`config.mk`:
```
export PLATFORM = sky130hd
export DESIGN_NAME = lic_top
export DESIGN_NICKNAME = d
export VERILOG_FILES = /design/src/design/lic_fix_note.sv /design/src/shared/lic_pkg.sv /design/src/design/lic_top.sv
export SDC_FILE = /design/constraint.sdc
export NUM_CORES = 1
export LEC_CHECK = 0
export BUFFER_PORTS_ARGS = -buffer_cell sky130_fd_sc_hd__buf_2
export CAP_MARGIN = 20
export CORE_UTILIZATION = 45
export DETAILED_ROUTE_END_ITERATION = 6
export PLACE_DENSITY = 0.72
export SETUP_SLACK_MARGIN = 0.3
export SYNTH_ARGS = -nofsm -noshare
export SYNTH_HDL_FRONTEND = slang
export SYNTH_SLANG_ARGS = --single-unit
```
`constraint.sdc`:
```
create_clock -name clk -period 2.7 [get_ports clk]
set_input_delay 0.54 -clock clk [delete_from_list [all_inputs] [get_ports clk]]
set_output_delay 0.54 -clock clk [all_outputs]
set_load 0.01 [all_outputs]
```
`src/design/lic_fix_note.sv`:
```
// intentionally empty design unit
`default_nettype none
`default_nettype wire

```
`src/shared/lic_pkg.sv`:
```
// constants and types shared by the line interface control logic
`default_nettype none
package lic_pkg;
  // register offsets on the 4-bit host address
  localparam logic [3:0] OFS_GSTAT = 4'h0;
  localparam logic [3:0] OFS_GCTL = 4'h4;
  localparam logic [3:0] OFS_JCTL = 4'h5;
  localparam logic [3:0] OFS_CH0 = 4'h6;
  localparam logic [3:0] OFS_ST0 = 4'hA;
  // channel control fields
  localparam int BIT_STANDBY = 0;
  localparam int BIT_MASK = 1;
  localparam int BIT_LOOP_LO = 3;
  localparam int BIT_LOOP_HI = 4;
  // global control fields
  localparam int BIT_SOFT_RST = 1;
  localparam int BIT_TEST_SCOPE = 3;
  // attenuator control fields
  localparam int BIT_CDR = 0;
  localparam int BIT_JAR = 1;
  localparam int BIT_JAT = 2;
  // status fields
  localparam int BIT_ST_ANA = 0;
  localparam int BIT_ST_DIG = 1;
  localparam int BIT_ST_REF = 0;
  localparam int BIT_ST_TXC = 1;
  // values after reset
  localparam logic [7:0] GCTL_RESET = 8'h00;
  localparam logic [7:0] REG_RESET = 8'h00;
  // reference clock loss timing
  localparam int CLK_PERIOD_NS = 8;
  localparam int REF_LOSS_MIN_NS = 150;
  localparam int REF_LOSS_MAX_NS = 700;
  localparam int REF_LOSS_CYC =
    (REF_LOSS_MIN_NS + CLK_PERIOD_NS - 1) / CLK_PERIOD_NS;
  localparam int REF_LOSS_MAX_CYC = REF_LOSS_MAX_NS / CLK_PERIOD_NS;
  // loopback selection, {loop_select_hi, loop_select_lo}
  typedef enum logic [1:0] {
    LIC_NORMAL = 2'b00,
    LIC_FULL_LOCAL = 2'b01,
    LIC_REMOTE = 2'b10,
    LIC_DIGITAL_LOCAL = 2'b11
  } lic_loop_t;
endpackage
`default_nettype wire

```
`src/design/lic_top.sv`:
```
// control and test logic of a quad line interface
`default_nettype none
module lic_top #(
  parameter int NCH = 4,
  parameter int DIGITAL_SIGNAL_LOSS_ZEROS = 175
) (
  input wire logic clk,
  input wire logic rst,
  input wire logic ce,
  input wire logic hard_reset_n,
  input wire logic [3:0] addr,
  input wire logic [7:0] wdata,
  input wire logic wr,
  input wire logic rd,
  output logic [7:0] rdata,
  input wire logic [NCH-1:0] sys_tx_data,
  input wire logic [NCH-1:0] sys_tx_valid,
  input wire logic [NCH-1:0] all_ones_request,
  input wire logic [NCH-1:0] line_rx_data,
  input wire logic [NCH-1:0] line_rx_valid,
  input wire logic [NCH-1:0] analog_signal_loss,
  output logic [NCH-1:0] sys_rx_data,
  output logic [NCH-1:0] sys_rx_valid,
  output logic [NCH-1:0] line_out_pos,
  output logic [NCH-1:0] line_out_neg,
  output logic [NCH-1:0] line_oe,
  output logic [NCH-1:0] digital_signal_loss,
  output logic [NCH-1:0] channel_standby,
  input wire logic reference_clock,
  output logic ref_clock_lost,
  output logic transmit_clock_lost,
  output logic rx_attenuator_on,
  output logic tx_attenuator_on,
  input wire logic in_circuit_test_n,
  output logic outputs_oe,
  input wire logic bus_multiplex_strap,
  input wire logic control_style_strap,
  input wire logic host_fast,
  output logic [1:0] host_bus_mode,
  output logic wait_state_output,
  output logic irq
);

  //////////////////////////////////////////////////////////////////////////
  // register decode helpers

  // true when the address hits a block of NCH registers from base
  function automatic logic in_block(input logic [3:0] a,
                                    input logic [3:0] base);
    logic [4:0] d;
    d = {1'b0, a} - {1'b0, base};
    in_block = (a >= base) && (d < 5'(NCH));
  endfunction

  // index within a block of NCH registers
  function automatic logic [1:0] blk_idx(input logic [3:0] a,
                                         input logic [3:0] base);
    logic [3:0] d;
    d = a - base;
    blk_idx = d[1:0];
  endfunction

  //////////////////////////////////////////////////////////////////////////
  // reset sources

  logic [7:0] gctl_ff;
  logic [7:0] jctl_ff;
  logic [7:0] chctl_ff [NCH];
  logic core_rst;
  logic scope_eff;

  // pin and soft bit share one internal reset
  // equal reset sources
  assign core_rst = rst | ~hard_reset_n | gctl_ff[lic_pkg::BIT_SOFT_RST];

  //////////////////////////////////////////////////////////////////////////
  // host registers

  // global register 4: hardware reset clears all but the soft reset bit
  // register 4 reset
  always_ff @(posedge clk) begin
    if (rst) begin
      gctl_ff <= lic_pkg::GCTL_RESET;
    end else if (ce) begin
      if (wr && addr == lic_pkg::OFS_GCTL) begin
        gctl_ff <= wdata;
      end else if (!hard_reset_n) begin
        gctl_ff <= {gctl_ff & (8'h01 << lic_pkg::BIT_SOFT_RST)};
      end
    end
  end

  // attenuator and channel control survive the internal reset
  // others unchanged
  always_ff @(posedge clk) begin
    if (rst) begin
      jctl_ff <= lic_pkg::REG_RESET;
      for (int c = 0; c < NCH; c++) begin
        chctl_ff[c] <= lic_pkg::REG_RESET;
      end
    end else if (ce && wr) begin
      if (addr == lic_pkg::OFS_JCTL) begin
        jctl_ff <= wdata;
      end
      if (in_block(addr, lic_pkg::OFS_CH0)) begin
        chctl_ff[blk_idx(addr, lic_pkg::OFS_CH0)] <= wdata;
      end
    end
  end

  //////////////////////////////////////////////////////////////////////////
  // host port mode and ready

  logic [1:0] mode_ff;
  logic ack_ff;

  // straps are caught while reset is held
  // bus style straps
  always_ff @(posedge clk) begin
    if (rst) begin
      mode_ff <= {control_style_strap, bus_multiplex_strap};
    end
  end

  // ready follows each access for a fast host
  always_ff @(posedge clk) begin
    if (rst) begin
      ack_ff <= 1'b0;
    end else if (ce) begin
      ack_ff <= wr | rd;
    end
  end

  assign host_bus_mode = mode_ff;
  // wait states only for fast hosts
  assign wait_state_output = host_fast ? ack_ff : 1'b1;

  //////////////////////////////////////////////////////////////////////////
  // reference clock loss

  logic ref_q_ff;
  logic ref_qq_ff;
  logic [6:0] ref_cnt_ff;
  logic ref_lost_ff;
  logic ref_edge;

  assign ref_edge = ref_q_ff ^ ref_qq_ff;

  // count cycles without an edge, clear the flag on the next edge
  // loss window
  always_ff @(posedge clk) begin
    if (core_rst) begin
      ref_q_ff <= 1'b0;
      ref_qq_ff <= 1'b0;
      ref_cnt_ff <= 7'h00;
      ref_lost_ff <= 1'b0;
    end else if (ce) begin
      ref_q_ff <= reference_clock;
      ref_qq_ff <= ref_q_ff;
      if (ref_edge) begin
        ref_cnt_ff <= 7'h00;
        ref_lost_ff <= 1'b0;
      end else if (ref_cnt_ff < 7'(lic_pkg::REF_LOSS_CYC)) begin
        ref_cnt_ff <= ref_cnt_ff + 7'h01;
      end else begin
        ref_lost_ff <= 1'b1;
      end
    end
  end

  assign ref_clock_lost = ref_lost_ff;

  //////////////////////////////////////////////////////////////////////////
  // attenuator selection

  logic rx_att;
  logic tx_att;
  logic cdr_on;

  // both selects together leave the attenuator off
  // exclusive select
  assign rx_att = jctl_ff[lic_pkg::BIT_JAR] & ~jctl_ff[lic_pkg::BIT_JAT]
                & cdr_on;
  assign tx_att = jctl_ff[lic_pkg::BIT_JAT] & ~jctl_ff[lic_pkg::BIT_JAR]
                & ~ref_lost_ff;
  assign cdr_on = jctl_ff[lic_pkg::BIT_CDR] & ~ref_lost_ff;
  assign rx_attenuator_on = rx_att;
  assign tx_attenuator_on = tx_att;
  assign transmit_clock_lost = ref_lost_ff & jctl_ff[lic_pkg::BIT_JAT]
                             & ~jctl_ff[lic_pkg::BIT_JAR];

  //////////////////////////////////////////////////////////////////////////
  // channel data paths

  logic [NCH-1:0] fe_data;
  logic [NCH-1:0] fe_valid;
  logic [NCH-1:0] tx_bit;
  logic [NCH-1:0] tx_go;
  logic [NCH-1:0] rxo_data;
  logic [NCH-1:0] rxo_valid;
  logic [NCH-1:0] rx_blank;
  logic [NCH-1:0] standby;
  logic [NCH-1:0] pol_ff;
  logic [NCH-1:0] pos_ff;
  logic [NCH-1:0] neg_ff;
  logic [NCH-1:0] srx_d_ff;
  logic [NCH-1:0] srx_v_ff;
  logic [7:0] zcnt_ff [NCH];
  logic [NCH-1:0] dloss_ff;

  // path selection per channel
  always_comb begin
    for (int c = 0; c < NCH; c++) begin
      lic_pkg::lic_loop_t m;
      m = lic_pkg::lic_loop_t'({chctl_ff[c][lic_pkg::BIT_LOOP_HI],
                                chctl_ff[c][lic_pkg::BIT_LOOP_LO]});
      standby[c] = chctl_ff[c][lic_pkg::BIT_STANDBY];
      rx_blank[c] = 1'b0;
      case (m)
        lic_pkg::LIC_FULL_LOCAL: begin
          tx_go[c] = sys_tx_valid[c];
          tx_bit[c] = sys_tx_data[c] | all_ones_request[c];
          fe_data[c] = sys_tx_data[c];
          fe_valid[c] = sys_tx_valid[c];
          rxo_data[c] = fe_data[c];
          rxo_valid[c] = fe_valid[c];
        end
        lic_pkg::LIC_REMOTE: begin
          fe_data[c] = line_rx_data[c];
          fe_valid[c] = line_rx_valid[c];
          tx_go[c] = line_rx_valid[c];
          tx_bit[c] = line_rx_data[c];
          rxo_data[c] = fe_data[c];
          rxo_valid[c] = fe_valid[c];
        end
        lic_pkg::LIC_DIGITAL_LOCAL: begin
          fe_data[c] = line_rx_data[c];
          fe_valid[c] = line_rx_valid[c];
          tx_go[c] = sys_tx_valid[c];
          tx_bit[c] = sys_tx_data[c] | all_ones_request[c];
          rxo_data[c] = sys_tx_data[c];
          rxo_valid[c] = sys_tx_valid[c];
        end
        default: begin
          fe_data[c] = line_rx_data[c];
          fe_valid[c] = line_rx_valid[c];
          tx_go[c] = sys_tx_valid[c];
          tx_bit[c] = sys_tx_data[c] | all_ones_request[c];
          rxo_data[c] = fe_data[c];
          rxo_valid[c] = fe_valid[c];
        end
      endcase
      // receive blanked on reference loss with recovery or receive attenuator selected, except in digital local loop
      if (m != lic_pkg::LIC_DIGITAL_LOCAL
          && (jctl_ff[lic_pkg::BIT_CDR] || jctl_ff[lic_pkg::BIT_JAR])) begin
        rx_blank[c] = ref_lost_ff;
      end
    end
  end

  // line coding, receive retiming and zero run counting
  // path state reset
  always_ff @(posedge clk) begin
    if (core_rst) begin
      pol_ff <= '0;
      pos_ff <= '0;
      neg_ff <= '0;
      srx_d_ff <= '0;
      srx_v_ff <= '0;
      dloss_ff <= '0;
      for (int c = 0; c < NCH; c++) begin
        zcnt_ff[c] <= 8'h00;
      end
    end else if (ce) begin
      for (int c = 0; c < NCH; c++) begin
        if (standby[c]) begin
          pol_ff[c] <= 1'b0;
          pos_ff[c] <= 1'b0;
          neg_ff[c] <= 1'b0;
          srx_d_ff[c] <= 1'b0;
          srx_v_ff[c] <= 1'b0;
          dloss_ff[c] <= 1'b0;
          zcnt_ff[c] <= 8'h00;
        end else begin
          // alternate mark polarity on the line
          pos_ff[c] <= tx_go[c] & tx_bit[c] & ~pol_ff[c];
          neg_ff[c] <= tx_go[c] & tx_bit[c] & pol_ff[c];
          if (tx_go[c] && tx_bit[c]) begin
            pol_ff[c] <= ~pol_ff[c];
          end
          srx_d_ff[c] <= rxo_data[c] & ~rx_blank[c];
          srx_v_ff[c] <= rxo_valid[c] & ~rx_blank[c];
          if (fe_valid[c]) begin
            if (fe_data[c]) begin
              zcnt_ff[c] <= 8'h00;
              dloss_ff[c] <= 1'b0;
            end else if (zcnt_ff[c] < 8'(DIGITAL_SIGNAL_LOSS_ZEROS)) begin
              zcnt_ff[c] <= zcnt_ff[c] + 8'h01;
            end else begin
              dloss_ff[c] <= 1'b1;
            end
          end
        end
      end
    end
  end

  assign line_out_pos = pos_ff;
  assign line_out_neg = neg_ff;
  assign sys_rx_data = srx_d_ff;
  assign sys_rx_valid = srx_v_ff;
  assign digital_signal_loss = dloss_ff;
  assign channel_standby = standby;

  //////////////////////////////////////////////////////////////////////////
  // alarm status and interrupt

  logic [1:0] cond [NCH];
  logic [1:0] cond_q_ff [NCH];
  logic [1:0] stat_ff [NCH];
  logic [1:0] gcond;
  logic [1:0] gcond_q_ff;
  logic [1:0] gstat_ff;
  logic rd_g;
  logic rd_ch;
  logic [1:0] rd_i;
  logic ev;
  logic irq_ff;

  // analog loss on the real line
  always_comb begin
    for (int c = 0; c < NCH; c++) begin
      cond[c][lic_pkg::BIT_ST_ANA] = analog_signal_loss[c] & ~standby[c];
      cond[c][lic_pkg::BIT_ST_DIG] = dloss_ff[c];
    end
  end

  assign gcond = {transmit_clock_lost, ref_lost_ff};
  assign rd_g = rd && addr == lic_pkg::OFS_GSTAT;
  assign rd_ch = rd && in_block(addr, lic_pkg::OFS_ST0);
  assign rd_i = blk_idx(addr, lic_pkg::OFS_ST0);

  // new unmasked activations
  always_comb begin
    ev = |(gcond & ~gcond_q_ff);
    for (int c = 0; c < NCH; c++) begin
      if (!chctl_ff[c][lic_pkg::BIT_MASK]) begin
        ev = ev | (|(cond[c] & ~cond_q_ff[c]));
      end
    end
  end

  // sticky bits: activation wins, read clears only ended conditions
  // conditional clear
  always_ff @(posedge clk) begin
    if (core_rst) begin
      gcond_q_ff <= 2'b00;
      gstat_ff <= 2'b00;
      for (int c = 0; c < NCH; c++) begin
        cond_q_ff[c] <= 2'b00;
        stat_ff[c] <= 2'b00;
      end
    end else if (ce) begin
      gcond_q_ff <= gcond;
      gstat_ff <= (gcond & ~gcond_q_ff)
                | (gstat_ff & ~({2{rd_g}} & ~gcond));
      for (int c = 0; c < NCH; c++) begin
        cond_q_ff[c] <= cond[c];
        stat_ff[c] <= (cond[c] & ~cond_q_ff[c])
                    | (stat_ff[c] & ~({2{rd_ch && rd_i == 2'(c)}}
                                      & ~cond[c]));
      end
    end
  end

  // interrupt set per activation, dropped by a status read
  // interrupt per activation
  always_ff @(posedge clk) begin
    if (core_rst) begin
      irq_ff <= 1'b0;
    end else if (ce) begin
      if (ev) begin
        irq_ff <= 1'b1;
      end else if (rd_g || rd_ch) begin
        irq_ff <= 1'b0;
      end
    end
  end

  assign irq = irq_ff;

  //////////////////////////////////////////////////////////////////////////
  // read data

  logic [7:0] rdata_ff;

  // read data one cycle after the strobe, zero elsewhere
  always_ff @(posedge clk) begin
    if (rst) begin
      rdata_ff <= 8'h00;
    end else if (ce) begin
      rdata_ff <= 8'h00;
      if (rd) begin
        if (addr == lic_pkg::OFS_GSTAT) begin
          rdata_ff <= {6'h00, gstat_ff};
        end else if (addr == lic_pkg::OFS_GCTL) begin
          rdata_ff <= gctl_ff;
        end else if (addr == lic_pkg::OFS_JCTL) begin
          rdata_ff <= jctl_ff;
        end else if (in_block(addr, lic_pkg::OFS_CH0)) begin
          rdata_ff <= chctl_ff[blk_idx(addr, lic_pkg::OFS_CH0)];
        end else if (rd_ch) begin
          rdata_ff <= {6'h00, stat_ff[rd_i]};
        end
      end
    end
  end

  assign rdata = rdata_ff;

  //////////////////////////////////////////////////////////////////////////
  // in-circuit test output enables

  // hardware reset forces the all-outputs scope
  // tristate scope
  assign scope_eff = hard_reset_n & gctl_ff[lic_pkg::BIT_TEST_SCOPE];
  assign outputs_oe = in_circuit_test_n | scope_eff;
  assign line_oe = {NCH{in_circuit_test_n}} & ~standby;

endmodule
`default_nettype wire

```
# [Word-level counts from Yosys, hierarchy flattened]
# Memory sizes are Yosys's and may differ from the RTL's.
# Cells that the tools add are included.
[classes] n_mux=189 n_eq_ne=27 div=0 n_mul=0 addsub=9 n_shift=0 magnitude_cmp=9 bitwise=118 n_reduce_logical=56
[ops] cell="$mux 8" count=20
[ops] cell="$mux 1" count=157
[ops] cell="$add 8x1->8 const B" count=4
[ops] cell="$and 1x1->1" count=32
[ops] cell="$lt 8x8->1 const B" count=4
[ops] cell="$or 1x1->1" count=32
[ops] cell="$and 2x2->2" count=15
[ops] cell="$not 2->2" count=15
[ops] cell="$eq 2x2->1 const B" count=10
[ops] cell="$mux 2" count=10
[ops] cell="$reduce_and 2->1" count=10
[ops] cell="$reduce_bool 2->1" count=10
[ops] cell="$logic_and 1x1->1" count=18
[ops] cell="$reduce_or 2->1" count=9
[ops] cell="$not 1->1" count=16
[ops] cell="$mux 7" count=2
[ops] cell="$ne 3x3->1 const B" count=4
[ops] cell="$reduce_and 3->1" count=4
[ops] cell="$eq 2x1->1 const B" count=5
[ops] cell="$lt 5x3->1 const B" count=2
[ops] cell="$ne 2x2->1 const B" count=5
[ops] cell="$or 2x2->2" count=5
[ops] cell="$eq 4x3->1 const B" count=2
[ops] cell="$reduce_or 8->1" count=1
[ops] cell="other kinds (14)" count=16
[totals] n_memories=4 elab_cells=437 rom_bits=0 latch_bits=0 reg_bits=66 mem_bits_rw=80 out_inout_bits=45
[memory_table] memory="chctl_ff" depth=4 word_bits=8 read_ports=5 rd_clocked_by_memory_dff=0 wr=4 line_no="lic_top.sv:68" text="logic [7:0] chctl_ff [NCH];"
[memory_table] memory="zcnt_ff" depth=4 word_bits=8 read_ports=4 rd_clocked_by_memory_dff=0 wr=4 line_no="lic_top.sv:208" text="logic [7:0] zcnt_ff [NCH];"
[memory_table] memory="cond_q_ff" depth=4 word_bits=2 read_ports=4 rd_clocked_by_memory_dff=0 wr=4 line_no="lic_top.sv:319" text="logic [1:0] cond_q_ff [NCH];"
[memory_table] memory="stat_ff" depth=4 word_bits=2 read_ports=5 rd_clocked_by_memory_dff=0 wr=4 line_no="lic_top.sv:320" text="logic [1:0] stat_ff [NCH];"

# [Logic depth before layout (Yosys ltp)]
# An unclocked memory read counts as a cell.
[logic_depth] depth_word=15 ltp_mapped=11 mapped_depth_nobuf=9

# [Worst setup path before layout]
# OpenSTA, ideal clock, no wires.
[synth_timing] path_kind="input to register" start="input port addr[1]" end="memory chctl_ff[2][0], enable pin" setup_ps=326 arrival_time_ps=2321 stages=8 path_slack_ps=53 cell_sequence="buf_2 -> clkinv_1 -> ha_1 -> a211o_1 -> or2_1 -> buf_6 -> nor2_1 -> a21o_1"
[synth_lines] element="start, declared" line_no="lic_top.sv:11" text="input wire logic [3:0] addr,"
[synth_lines] element="end, declared" line_no="lic_top.sv:68"

==> flow_metrics.env <==
export IMPL_status="finished clean"
export IMPL_worst_ep_arrival_time_ns=2.41
export IMPL_antennaDiodeCount=0
export IMPL_end_kind="flip-flop"
export IMPL_fin_tns_setup_ns=0
export IMPL_die_width_um=129
export IMPL_tightest_slew_ns=0.957
export IMPL_rsz0062_at_grt="no"
export IMPL_hold_path_class="input port to flip-flop"
export IMPL_wl_mm=18.4
export IMPL_core_um2=15900
export IMPL_post_route_period_util_pct=84.9
export IMPL_syn_cell_area_um2=7310
export IMPL_drt_pass1_iterations=5
export IMPL_finalPower_uw=5290
export IMPL_clock_latency_ns=0.43
export IMPL_min_delay_start="control_style_strap"
export IMPL_critPathMaxFanout=8
export IMPL_final_max_slew_violation_count=0
export IMPL_drt_iter0_drc=442
export IMPL_critPathBufInv=0
export IMPL_synth_seq_cells=146
export IMPL_placementRows=46
export IMPL_async_flop_share_pct=0
export IMPL_overflow=0
export IMPL_hold_depth=1
export IMPL_r2r_end="zcnt_ff[3][3]"
export IMPL_clk_pin_slew_ns=0.06
export IMPL_ys_seq_area_share_pct=51.2
export IMPL_drc_errors=0
export IMPL_fin_skew_ns=0.00519
export IMPL_synth_distinct_cells=60
export IMPL_grt_start_max_net_pins=31
export IMPL_wl_per_cell_um=17.7
export IMPL_cts_sinks=146
export IMPL_grt_pass1_wl_mm=28.9
export IMPL_critical_path_required_ns=2.82
export IMPL_p_per_area_nw_per_um2=606
export IMPL_critical_path_max_stage_delay_ns=0.57
export IMPL_cts_setup_buffers=0
export IMPL_fin_crit_ns=2.29
export IMPL_num_vias=5725
export IMPL_maxCapViolCount=0
export IMPL_worstRegToRegCells=5
export IMPL_ant_nets=0
export IMPL_path_class="flip-flop to flip-flop"
export IMPL_setup_violations_final=0
export IMPL_synth_edf_count=82
export IMPL_clock_fmax_mhz=436
export IMPL_dieHeight_um=129
export IMPL_crit_path_cell_trace="nor2b_1, mux2i_1, o21ai_0, or4_1, nand2_2"
export IMPL_synthFlopType="edfxtp_1"
export IMPL_max_slew_margin_pct=35.7
export IMPL_start_util_pct=46.0
export IMPL_drive_gt1_share_pct=22.9
export IMPL_syn_avg_cell_area_um2=10.4
export IMPL_hold_viol_final=0
export IMPL_cts_root_buf="clkbuf_16"
export IMPL_numCtsBuffers=17
export IMPL_place_gp_congestion=0.895
export IMPL_cp_top_family="simple AND/OR/NAND/NOR gates"
export IMPL_max_clock_path_buffers=2
export IMPL_htreeDepth=4
export IMPL_ios=92
export IMPL_grt_pass1_vias=5469
export IMPL_fp_dieArea_um2=16800
export IMPL_fin_cells=1043
export IMPL_numPortBuffers=91
export IMPL_reg2reg_from="chctl_ff[3][3]"
export IMPL_ir_worst_vdd_uv=469
export IMPL_place_hpwl_mm=13.3
export IMPL_ys_warn_count=0
export IMPL_critPathLaunchType="flip-flop"
export IMPL_hold_end="host_bus_mode[1]"
export IMPL_syn_nets=764
export IMPL_via_per_inst=5.49
export IMPL_leakage_uw=0.00351
export IMPL_place_inst=1011
export IMPL_cts_tree="yes"
export IMPL_rrSetupSlack_ns=0.41
export IMPL_critPathSlowestCell="or4_1"
export IMPL_grt_usage_pct=23.2
export IMPL_final_nets=872
export IMPL_area_growth_pct=19.3
export IMPL_antenna_found_initial=0
export IMPL_postSynthCellCount=706
## where the power goes
| group | total [uW] | internal (uW) | switching, uW |
|---|---|---|---|
| clock network | 2340 | 1430 | 915 |
| registers | 2500 | 2430 | 70.8 |
| logic | 446 | 184 | 262 |
| total | 5290 | 4040 | 1250 |
## layout by cell type (no fill, tap or decap), drive strengths merged, types with 18 or more instances in the layout
cell / count
buf: 122
nor2: 93
edfxtp: 82
dfxtp: 64
a21oi: 38
nand2: 35
o21ai: 30
nand3: 29
nor2b: 27
nand2b: 26
and2: 26
inv: 25
clkbuf: 24
and3: 22
mux2i: 18
## state kept, by name (all words and copies together), names as in the netlist, 4 cells and up
signal,flops
stat_ff,8
pol_ff,4
ref_cnt_ff,7
sys_rx_valid,4
line_out_pos,4
zcnt_ff,32
rdata,8
chctl_ff,32
sys_rx_data,4
line_out_neg,4
digital_signal_loss,4
cond_q_ff,8
gctl_ff,8
jctl_ff,8
## stage by stage
step,utilization (%),worst slack (ns),instance area [um2],hold slack (ns)
2_1_floorplan,-,0.318,7360,0.443
3_3_place_gp,51.2,0.125,8130,0.450
3_5_place_dp,51.2,0.0850,8130,0.454
4_1_cts,54.9,0.407,8720,0.278
5_1_grt,54.9,0.302,8720,0.279
6_report,54.9,0.408,8720,0.289
## layer usage
metal / share of wire [%] / vias to the layer above / global-route usage, %
met5: 0 / - / 0
met4: 2.3 / 0 / 9.71
met3: 6.3 / 30 / 4.75
met2: 48 / 210 / 37.8
met1: 44 / 2721 / 30.1
li1: - / 2764 / -
## logic make-up after synthesis
family | share of synthesized area, %
buf+inv | 3.80
mux | 7.19
xor+xnor | 3.11
flops | 51.2
simple gates | 20.8
fa+ha+maj | 1.88
compound gates | 12.0
## final cells by class
cell class	instances	area, um2
Fill cell	1433	7160
Timing Repair Buffer	122	688
Sequential cell	146	3740
Multi-Input combinational cell	502	3330
Tap cell	216	270
Inverter	25	98.8
Clock buffer	24	517
Clock inverter	8	72.6
## worst max-delay path by stage
stage	slack, ns	cells after the start	start	end
6_report	0.41	5	chctl_ff[3][3]	zcnt_ff[3][3]
5_1_grt	0.30	6	zcnt_ff[3][0]	zcnt_ff[3][3]
4_1_cts	0.41	5	chctl_ff[3][3]	zcnt_ff[3][1]
3_5_place_dp	0.09	9	addr[2]	chctl_ff[0][5]
3_3_place_gp	0.13	9	addr[2]	chctl_ff[0][1]
2_1_floorplan	0.32	9	addr[3]	chctl_ff[0][0]
## Yosys cell counts (3+ instances only)
master,number,share of area (%)
nor2_1,93,4.8
edfxtp_1,82,34
dfxtp_1,64,18
a21oi_1,38,2.6
nand2_1,35,1.8
o21ai_0,30,2.1
nand3_1,29,2.0
nor2b_1,27,2.3
nand2b_1,26,2.2
and2_1,24,2.1
inv_1,23,1.2
and3_1,22,1.9
mux2i_1,18,2.5
clkbuf_1,15,0.77
mux2_2,14,2.2
xor2_1,14,1.7
xnor2_1,12,1.4
ha_1,11,1.9
buf_4,9,0.92
o22ai_1,9,0.77
a22o_1,8,0.96
nand3b_1,8,0.82
nor3_1,8,0.55
a211oi_1,6,0.62
a32o_1,6,0.82
mux4_2,6,1.8
o211ai_1,6,0.62
a31oi_1,5,0.43
nand4_1,4,0.34
a21o_1,3,0.31
buf_1,3,0.15
buf_2,3,0.21
buf_6,3,0.46
o221a_2,3,0.46
o221ai_1,3,0.36
## what timing repair did
item	4_1_cts	5_1_grt
pin swaps	0	1
gates resized for setup	1	0
setup endpoints to repair	8	1
hold buffers	0	0
Note: power is estimated with default switching activity, not from simulation.
